--- src/core/pw_gate_pkg.sv ---
// constants shared by the password access gate and its inactivity timers
// assumes a 10 MHz core clock and 16-bit modbus holding registers
package pw_gate_pkg;
   // ----------------------------------------------------------------
   // register offsets (16-bit register addresses)
   // ----------------------------------------------------------------
   localparam logic [15:0] CMD_PW_HI_ADDR  = 16'h4000;
   localparam logic [15:0] CMD_PW_LO_ADDR  = 16'h4001;
   localparam logic [15:0] SET_PW_HI_ADDR  = 16'h4002;
   localparam logic [15:0] SET_PW_LO_ADDR  = 16'h4003;
   localparam logic [15:0] CMD_ENT_HI_ADDR = 16'h4008;
   localparam logic [15:0] CMD_ENT_LO_ADDR = 16'h4009;
   localparam logic [15:0] SET_ENT_HI_ADDR = 16'h400a;
   localparam logic [15:0] SET_ENT_LO_ADDR = 16'h400b;
   localparam logic [15:0] CMD_STAT_ADDR   = 16'h4010;
   localparam logic [15:0] SET_STAT_ADDR   = 16'h4011;

   // ----------------------------------------------------------------
   // widths, reset values, field positions
   // ----------------------------------------------------------------
   localparam int          REG_W       = 16;
   localparam int          PW_W        = 32;
   localparam logic [31:0] PW_RESET    = 32'h0000_0000;
   localparam logic [31:0] ENC_KEY     = 32'h5a3c_96e1;
   localparam int          STAT_EN_BIT = 0;

   // ----------------------------------------------------------------
   // timing
   // ----------------------------------------------------------------
   localparam int CLK_HZ         = 10_000_000;
   localparam int TICK_S         = 1;
   localparam int TICK_CYCLES    = CLK_HZ * TICK_S;
   localparam int TIMEOUT_MIN    = 30;
   localparam int TIMEOUT_TICKS  = TIMEOUT_MIN * 60 / TICK_S;
   localparam int TMR_W          = 12;

   // ----------------------------------------------------------------
   // request classes
   // ----------------------------------------------------------------
   typedef enum logic [1:0] {
      CLS_READ,
      CLS_SETTING,
      CLS_COMMAND,
      CLS_COIL
   } req_class_t;

   function automatic logic [31:0] encrypt_pw(input logic [31:0] pw);
      encrypt_pw = (pw == PW_RESET) ? 32'h0000_0000 : ({pw[15:0], pw[31:16]} ^ ENC_KEY);
   endfunction
endpackage

--- src/core/inactivity_timer.sv ---
// one access level on one path: grant flag plus inactivity countdown
// assumes tick is a one-cycle pulse from the core's second divider
module inactivity_timer #(
   parameter int TIMEOUT = pw_gate_pkg::TIMEOUT_TICKS
) (
   input  wire logic ref_clk,
   input  wire logic reset_n,
   input  wire logic tick,
   input  wire logic start,
   input  wire logic restart,
   input  wire logic clear,
   output logic      granted_q
);
   import pw_gate_pkg::*;

   localparam logic [TMR_W-1:0] LOAD = TMR_W'(TIMEOUT);

   logic [TMR_W-1:0] cnt_q;

   // ----------------------------------------------------------------
   // grant and countdown
   // ----------------------------------------------------------------
   always_ff @(posedge ref_clk) begin
      if (!reset_n) begin
         granted_q <= 1'b0;
         cnt_q     <= '0;
      end else if (clear) begin
         granted_q <= 1'b0;
         cnt_q     <= '0;
      end else if (start || (restart && granted_q)) begin
         granted_q <= 1'b1;
         cnt_q     <= LOAD;
      end else if (tick && granted_q) begin
         cnt_q <= cnt_q - TMR_W'(1);
         if (cnt_q == TMR_W'(1)) begin
            granted_q <= 1'b0;
         end
      end
   end
endmodule

--- src/core/modbus_password_access_gate.sv ---
// password access gate in front of the relay's modbus register map
// assumes one decoded register access per cycle, tagged with its path index
//
// Notes on behaviour
// - command password at 4000, setting password at 4002, both writable
// - a zero command password removes command protection
// - reading a password returns its encrypted form, zero when unset
// - command password changes only with command access on that path
// - passwords shared with the front panel, either side enables both
// - setting writes need matching setting password or a zero one
// - each level has its own thirty-minute timer started on entry
// - setting writes restart setting timer, command or coil writes command timer
// - register 4010 reads command password enabled state
// - register 4011 reads setting password enabled state
// - access granted only to the path that entered the password
// - tcp disconnect withdraws access on that connection
module modbus_password_access_gate
#(
   parameter int NUM_PATHS    = 4,
   parameter int SEC_CYCLES   = pw_gate_pkg::TICK_CYCLES,
   parameter int TIMEOUT_SECS = pw_gate_pkg::TIMEOUT_TICKS
) (
   input  wire logic                         ref_clk,
   input  wire logic                         reset_n,
   input  wire logic                         req_valid,
   input  wire logic                         req_write,
   input  wire pw_gate_pkg::req_class_t      req_class,
   input  wire logic [15:0]                  req_addr,
   input  wire logic [pw_gate_pkg::REG_W-1:0] req_wdata,
   input  wire logic [$clog2(NUM_PATHS)-1:0] req_path,
   input  wire logic [NUM_PATHS-1:0]         path_disconnect,
   input  wire logic                         panel_pw_wr,
   input  wire logic                         panel_pw_sel,
   input  wire logic [pw_gate_pkg::PW_W-1:0] panel_pw_data,
   output logic                              rsp_valid_q,
   output logic                              rsp_allowed_q,
   output logic [pw_gate_pkg::REG_W-1:0]     rsp_rdata_q,
   output logic                              cmd_pw_enabled_q,
   output logic                              set_pw_enabled_q,
   output logic [NUM_PATHS-1:0]              cmd_grant_q,
   output logic [NUM_PATHS-1:0]              set_grant_q
);
   import pw_gate_pkg::*;

   localparam int DIV_W = $clog2(SEC_CYCLES + 1);
   localparam logic [DIV_W-1:0] DIV_LAST = DIV_W'(SEC_CYCLES - 1);

   // ----------------------------------------------------------------
   // request decode
   // ----------------------------------------------------------------
   logic            wr;
   logic            rd;
   logic [PW_W-1:0] full_word;
   logic [REG_W-1:0] stage_q;
   logic [PW_W-1:0] cmd_pw_q;
   logic [PW_W-1:0] set_pw_q;
   logic            cmd_ok;
   logic            set_ok;
   logic            is_pw_addr;
   logic            wr_allowed;
   logic            cmd_entry_ok;
   logic            set_entry_ok;
   logic [NUM_PATHS-1:0] path_sel;
   logic [NUM_PATHS-1:0] cmd_start;
   logic [NUM_PATHS-1:0] set_start;
   logic [NUM_PATHS-1:0] cmd_use;
   logic [NUM_PATHS-1:0] set_use;
   logic [DIV_W-1:0] div_q;
   logic            tick_q;
   logic [PW_W-1:0] cmd_enc;
   logic [PW_W-1:0] set_enc;

   assign wr        = req_valid && req_write;
   assign rd        = req_valid && !req_write;
   assign full_word = {stage_q, req_wdata};
   assign path_sel  = NUM_PATHS'(1) << req_path;
   assign cmd_ok    = cmd_grant_q[req_path] || (cmd_pw_q == PW_RESET);
   assign set_ok    = set_grant_q[req_path] || (set_pw_q == PW_RESET);
   assign is_pw_addr = (req_addr[15:4] == CMD_PW_HI_ADDR[15:4]) && (req_addr[3:0] <= 4'hb);
   assign cmd_enc   = encrypt_pw(cmd_pw_q);
   assign set_enc   = encrypt_pw(set_pw_q);

   // entry compares the staged high word with the low word just written
   assign cmd_entry_ok = wr && req_addr == CMD_ENT_LO_ADDR
                         && (full_word == cmd_pw_q || cmd_pw_q == PW_RESET);
   assign set_entry_ok = wr && req_addr == SET_ENT_LO_ADDR
                         && (full_word == set_pw_q || set_pw_q == PW_RESET);

   always_comb begin
      wr_allowed = 1'b1;
      if (req_addr == CMD_PW_HI_ADDR || req_addr == CMD_PW_LO_ADDR) begin
         wr_allowed = cmd_ok;
      end else if (req_addr == SET_PW_HI_ADDR || req_addr == SET_PW_LO_ADDR) begin
         wr_allowed = set_ok;
      end else if (is_pw_addr) begin
         wr_allowed = 1'b1;
      end else begin
         unique case (req_class)
            CLS_READ:    wr_allowed = 1'b1;
            CLS_SETTING: wr_allowed = set_ok;
            CLS_COMMAND: wr_allowed = cmd_ok;
            CLS_COIL:    wr_allowed = cmd_ok;
         endcase
      end
   end

   // ----------------------------------------------------------------
   // per-path timer control
   // ----------------------------------------------------------------
   always_comb begin
      cmd_start = cmd_entry_ok ? path_sel : '0;
      set_start = set_entry_ok ? path_sel : '0;
      cmd_use   = '0;
      set_use   = '0;
      if (wr && wr_allowed && !is_pw_addr) begin
         if (req_class == CLS_SETTING) begin
            set_use = path_sel;
         end
         if (req_class == CLS_COMMAND || req_class == CLS_COIL) begin
            cmd_use = path_sel;
         end
      end
      if (wr && wr_allowed && (req_addr == SET_PW_LO_ADDR)) begin
         set_use = path_sel;
      end
   end

   // ----------------------------------------------------------------
   // one-second tick divider
   // ----------------------------------------------------------------
   always_ff @(posedge ref_clk) begin
      if (!reset_n) begin
         div_q  <= '0;
         tick_q <= 1'b0;
      end else begin
         tick_q <= (div_q == DIV_LAST);
         div_q  <= (div_q == DIV_LAST) ? '0 : div_q + DIV_W'(1);
      end
   end

   // ----------------------------------------------------------------
   // level timers, one pair per path
   // ----------------------------------------------------------------
   for (genvar p = 0; p < NUM_PATHS; p++) begin : g_path
      inactivity_timer #(.TIMEOUT(TIMEOUT_SECS)) u_cmd_tmr (
         .ref_clk   (ref_clk),
         .reset_n   (reset_n),
         .tick      (tick_q),
         .start     (cmd_start[p]),
         .restart   (cmd_use[p]),
         .clear     (path_disconnect[p]),
         .granted_q (cmd_grant_q[p])
      );
      inactivity_timer #(.TIMEOUT(TIMEOUT_SECS)) u_set_tmr (
         .ref_clk   (ref_clk),
         .reset_n   (reset_n),
         .tick      (tick_q),
         .start     (set_start[p]),
         .restart   (set_use[p]),
         .clear     (path_disconnect[p]),
         .granted_q (set_grant_q[p])
      );
   end

   // ----------------------------------------------------------------
   // high-word staging for 32-bit registers
   // ----------------------------------------------------------------
   always_ff @(posedge ref_clk) begin
      if (!reset_n) begin
         stage_q <= '0;
      end else if (wr && !req_addr[0] && is_pw_addr) begin
         stage_q <= req_wdata;
      end
   end

   // ----------------------------------------------------------------
   // password settings, shared with the front panel
   // ----------------------------------------------------------------
   always_ff @(posedge ref_clk) begin
      if (!reset_n) begin
         cmd_pw_q <= PW_RESET;
         set_pw_q <= PW_RESET;
      end else if (panel_pw_wr) begin
         if (panel_pw_sel) begin
            set_pw_q <= panel_pw_data;
         end else begin
            cmd_pw_q <= panel_pw_data;
         end
      end else if (wr && wr_allowed) begin
         if (req_addr == CMD_PW_LO_ADDR) begin
            cmd_pw_q <= full_word;
         end
         if (req_addr == SET_PW_LO_ADDR) begin
            set_pw_q <= full_word;
         end
      end
   end

   always_ff @(posedge ref_clk) begin
      if (!reset_n) begin
         cmd_pw_enabled_q <= 1'b0;
         set_pw_enabled_q <= 1'b0;
      end else begin
         cmd_pw_enabled_q <= (cmd_pw_q != PW_RESET);
         set_pw_enabled_q <= (set_pw_q != PW_RESET);
      end
   end

   // ----------------------------------------------------------------
   // response
   // ----------------------------------------------------------------
   always_ff @(posedge ref_clk) begin
      if (!reset_n) begin
         rsp_valid_q   <= 1'b0;
         rsp_allowed_q <= 1'b0;
         rsp_rdata_q   <= '0;
      end else begin
         rsp_valid_q   <= req_valid;
         rsp_allowed_q <= req_valid && (!req_write || wr_allowed);
         rsp_rdata_q   <= '0;
         if (rd) begin
            unique case (req_addr)
               CMD_PW_HI_ADDR: rsp_rdata_q <= cmd_enc[31:16];
               CMD_PW_LO_ADDR: rsp_rdata_q <= cmd_enc[15:0];
               SET_PW_HI_ADDR: rsp_rdata_q <= set_enc[31:16];
               SET_PW_LO_ADDR: rsp_rdata_q <= set_enc[15:0];
               CMD_STAT_ADDR:  rsp_rdata_q[STAT_EN_BIT] <= (cmd_pw_q != PW_RESET);
               SET_STAT_ADDR:  rsp_rdata_q[STAT_EN_BIT] <= (set_pw_q != PW_RESET);
               default:        rsp_rdata_q <= '0;
            endcase
         end
      end
   end
endmodule

--- config.mk ---
export PLATFORM = sky130hd
export DESIGN_NAME = modbus_password_access_gate
export DESIGN_NICKNAME = d
export VERILOG_FILES = /design/src/core/pw_gate_pkg.sv /design/src/core/inactivity_timer.sv /design/src/core/modbus_password_access_gate.sv
export SDC_FILE = /design/constraint.sdc
export NUM_CORES = 1
export LEC_CHECK = 0
export BUFFER_PORTS_ARGS = -buffer_cell sky130_fd_sc_hd__buf_2
export CAP_MARGIN = 10
export CORE_MARGIN = 3
export CORE_UTILIZATION = 29
export DETAILED_ROUTE_END_ITERATION = 8
export GPL_TIMING_DRIVEN = 0
export RECOVER_POWER = 25
export SLEW_MARGIN = 15
export SYNTH_ARGS = -nofsm -noshare
export SYNTH_HDL_FRONTEND = slang
export SYNTH_SLANG_ARGS = --single-unit
--- constraint.sdc ---
create_clock -name ref_clk -period 2.79 [get_ports ref_clk]
set_input_delay 0.279 -clock ref_clk [delete_from_list [all_inputs] [get_ports ref_clk]]
set_output_delay 0.279 -clock ref_clk [all_outputs]
set_load 0.03 [all_outputs]
==> metrics.txt <==
outcome finished clean; peak supply drop 375 uV; Hold Path Class in2reg; Tcrit/Tclk final 95.4%; Worst EP required 3.19 ns; largest net degree at the start of global routing 13; PortBufs 98; unrepaired setup endpoints after global routing true; Top FF cell, synth dfxtp_1; routed vias/inst 5.16; DRC 0; worst setup margin 0.130 ns; initial antenna violation count 1; post-synthesis compound-gate area fraction 8.62%; crit path max fanout 10; Setup crit start kind flip-flop; mux share of post-synthesis cell area 8.48%; vias in the first global route 9,849; # fillers 4,130; Final min period 2.66 ns; adder-cell share of the synthesized area 1.83%; post-route cell area 13,600 sq um; # rows 72; Placement Setup Slack -0.0238 ns; Distinct cells, synth 61; Post-Synth XOR/XNOR Area 12.9%; TNS Setup 0 ns; Rel. slew slack 28.1%; insertion delay to the later sink of the worst-skew pair 0.54 ns; Crit Path Category reg2reg; CP peak stage delay 0.53 ns; GR Overflow Total 0; slowest CP cell nor4_1; final WL 36,000 um; Avg Synthesized Cell Area 8.87 sq um; CP arrival 3.06 ns; Buf/Inv on CP 1; Die H 206 um; main combinational cell family by area after synthesis simple AND/OR/NAND/NOR gates; post-synthesis sequential element count 229; YS warnings 0; sequence of cells on the critical path nor4_1, nand4_1, nor2_1, a21oi_1, clkbuf_1, o22ai_2, nor3_1; Final Max Tran Viols 0; first-pass GRT wire length 55,700 um; via count 10,169; maxcap violations 0; Mapped Cells 1,308; Post-CTS Setup Inserts 0; P_leak 0.00485 uW; Post-DP Area 12,700 sq um; area of the mapped netlist 11,600 sq um; hold_ws 0.0735 ns; Final ANT Viol Nets 0; Crit path max-delay family simple AND/OR/NAND/NOR gates; Peak Freq 376 MHz; Antenna Cells 0; Final Hold Viols 0; Final Setup Violations 0; WL/cell 18.2 um; layout cells sized above 1 12.9%; HPWL after DPL 27,200 um; simple-gate share of the synthesized area 25.0%; Clock Sinks 229; Inserted Clock Buffers 26; Layout area overhead 17.2%; Post-synth EDFFs 0; Chip Width 206 um; IO Pins 106; async set-reset flop share out of synthesis 0%; Worst-path clk slew 0.06 ns; Core Region 39,100 sq um; gpl congestion 1.01; power per cell area 547 nW/um^2; TritonCTS clock tree built; clk root buf clkbuf_16; H-tree Lvls 1; DIE AREA 42,400 sq um; total track usage 16.7%; Max Root-Sink Buffers 3; initial core utilization 29.7%; register area share after synthesis 39.5%; DR iter-0 viols 837; Detailed Routing Iterations Pass 1 5; Worst Setup End Kind flip-flop; Worst Skew 0.0139 ns; NumNets Final 1,531; Worst-Margin Slew 1.07 ns; Mapped Nets 1,403
kinds of logic after synthesis:
logic type / count (synthesis)
mux: 88
flops: 229
simple gates: 567
buf+inv: 91
fa+ha+maj: 17
xor+xnor: 171
compound gates: 145
report_power, final:
part           total [uW]  switching (uW)  internal [uW]
Combinational         583             364            218
Clock                3450            1400           2050
Sequential           3400            85.6           3320
Total                7440            1850           5590
path summary, 6_finish.rpt:
check                               start                           end  slack (ns)  cells past startpoint
max                          set_pw_q[17]  g_path[1].u_set_tmr.cnt_q[6]        0.13                      7
min                    path_disconnect[2]  g_path[2].u_cmd_tmr.cnt_q[1]        0.07                      4
max reg2reg                  set_pw_q[17]  g_path[1].u_set_tmr.cnt_q[6]        0.13                      7
min reg2reg  g_path[2].u_set_tmr.cnt_q[2]  g_path[2].u_set_tmr.cnt_q[2]        0.50                      2
final cells by class:
type	count	area [sq um]	share of cell area [%]
Buffer	67	333	2.45
Inverter	24	90.1	0.663
Clock inverter	8	98.8	0.727
Multi-Input combinational cell	988	6620	48.7
Clock buffer	37	753	5.54
Tap cell	518	648	4.77
Timing Repair Buffer	100	472	3.47
Sequential cell	229	4580	33.7
through the flow:
step | utilization [%] | instances | total power [uW]
after floorplan | - | 1308 | 3790
after CTS | 34.8 | 1971 | 7510
after global routing | 34.8 | 1971 | 7700
after detailed placement | 32.6 | 1924 | 4040
final | 34.8 | 1971 | 7440
after global placement | 32.6 | 1924 | 4040
per-layer routing:
metal | part of all wire (%) | track usage [%] | vias to the layer above
met5 | 0.036 | 0 | -
met4 | 3.8 | 5.99 | 2
met3 | 7.3 | 2.96 | 77
met2 | 43 | 25.9 | 361
met1 | 46 | 23.3 | 4830
li1 | - | - | 4899
synthesized netlist by cell type, types with 7 or more instances:
| master | instances | share of area (%) |
|---|---|---|
| dfxtp_1 | 229 | 40 |
| nand2_1 | 135 | 4.4 |
| xnor2_1 | 98 | 7.4 |
| nor2_1 | 87 | 2.8 |
| nor3_1 | 82 | 3.5 |
| xor2_1 | 73 | 5.5 |
| o21ai_0 | 68 | 2.9 |
| nand3_1 | 65 | 2.8 |
| nor4_1 | 57 | 3.1 |
| mux2i_1 | 51 | 4.4 |
| clkbuf_1 | 40 | 1.3 |
| nor2b_1 | 33 | 1.8 |
| mux2_2 | 32 | 3.1 |
| nand4_1 | 30 | 1.6 |
| inv_1 | 24 | 0.78 |
| ha_1 | 17 | 1.8 |
| a22oi_1 | 12 | 0.78 |
| nand2b_1 | 12 | 0.65 |
| or3_1 | 11 | 0.59 |
| and3_1 | 10 | 0.54 |
| buf_2 | 10 | 0.43 |
| o2bb2ai_1 | 10 | 0.76 |
| or4_1 | 10 | 0.65 |
| a21oi_1 | 9 | 0.39 |
| buf_4 | 9 | 0.58 |
| o22ai_1 | 8 | 0.43 |
| and2_1 | 7 | 0.38 |
worst register-to-register path, stage by stage, from the launching register on:
cell	delay (ns)
dfxtp_1	0.37
nor4_1	0.53
nand4_1	0.26
nor2_1	0.32
a21oi_1	0.12
clkbuf_1	0.33
o22ai_2	0.48
nor3_1	0.10
cell usage in the layout (no fill, tap or decap), drive strengths merged, types with 17 or more instances in the layout:
master / netlist / layout
nand4: 30 / 30
xor2: 73 / 73
nor2: 88 / 88
nand3: 65 / 65
xnor2: 98 / 98
nor2b: 33 / 33
mux2i: 51 / 51
o21ai: 72 / 72
dfxtp: 229 / 229
clkbuf: 40 / 109
nor4: 58 / 58
nor3: 83 / 83
ha: 17 / 17
mux2: 32 / 32
nand2: 135 / 135
buf: 27 / 93
inv: 24 / 24
what timing repair did:
| action | CTS | global route |
|---|---|---|
| hold buffers | 2 | 0 |
| setup endpoints to repair | 21 | 63 |
| gates resized for setup | 1 | 5 |
| hold endpoints to repair | 3 | 0 |
sequential cells by signal (all words and copies together) (netlist names):
name	count
set_pw_q	32
rsp_rdata_q	16
g_path.u_cmd_tmr.granted_q	4
set_pw_enabled_q	1
rsp_valid_q	1
cmd_pw_q	32
g_path.u_set_tmr.granted_q	4
tick_q	1
g_path.u_set_tmr.cnt_q	48
div_q	24
stage_q	16
cmd_pw_enabled_q	1
g_path.u_cmd_tmr.cnt_q	48
rsp_allowed_q	1
Note: power is estimated with default switching activity, not from simulation.
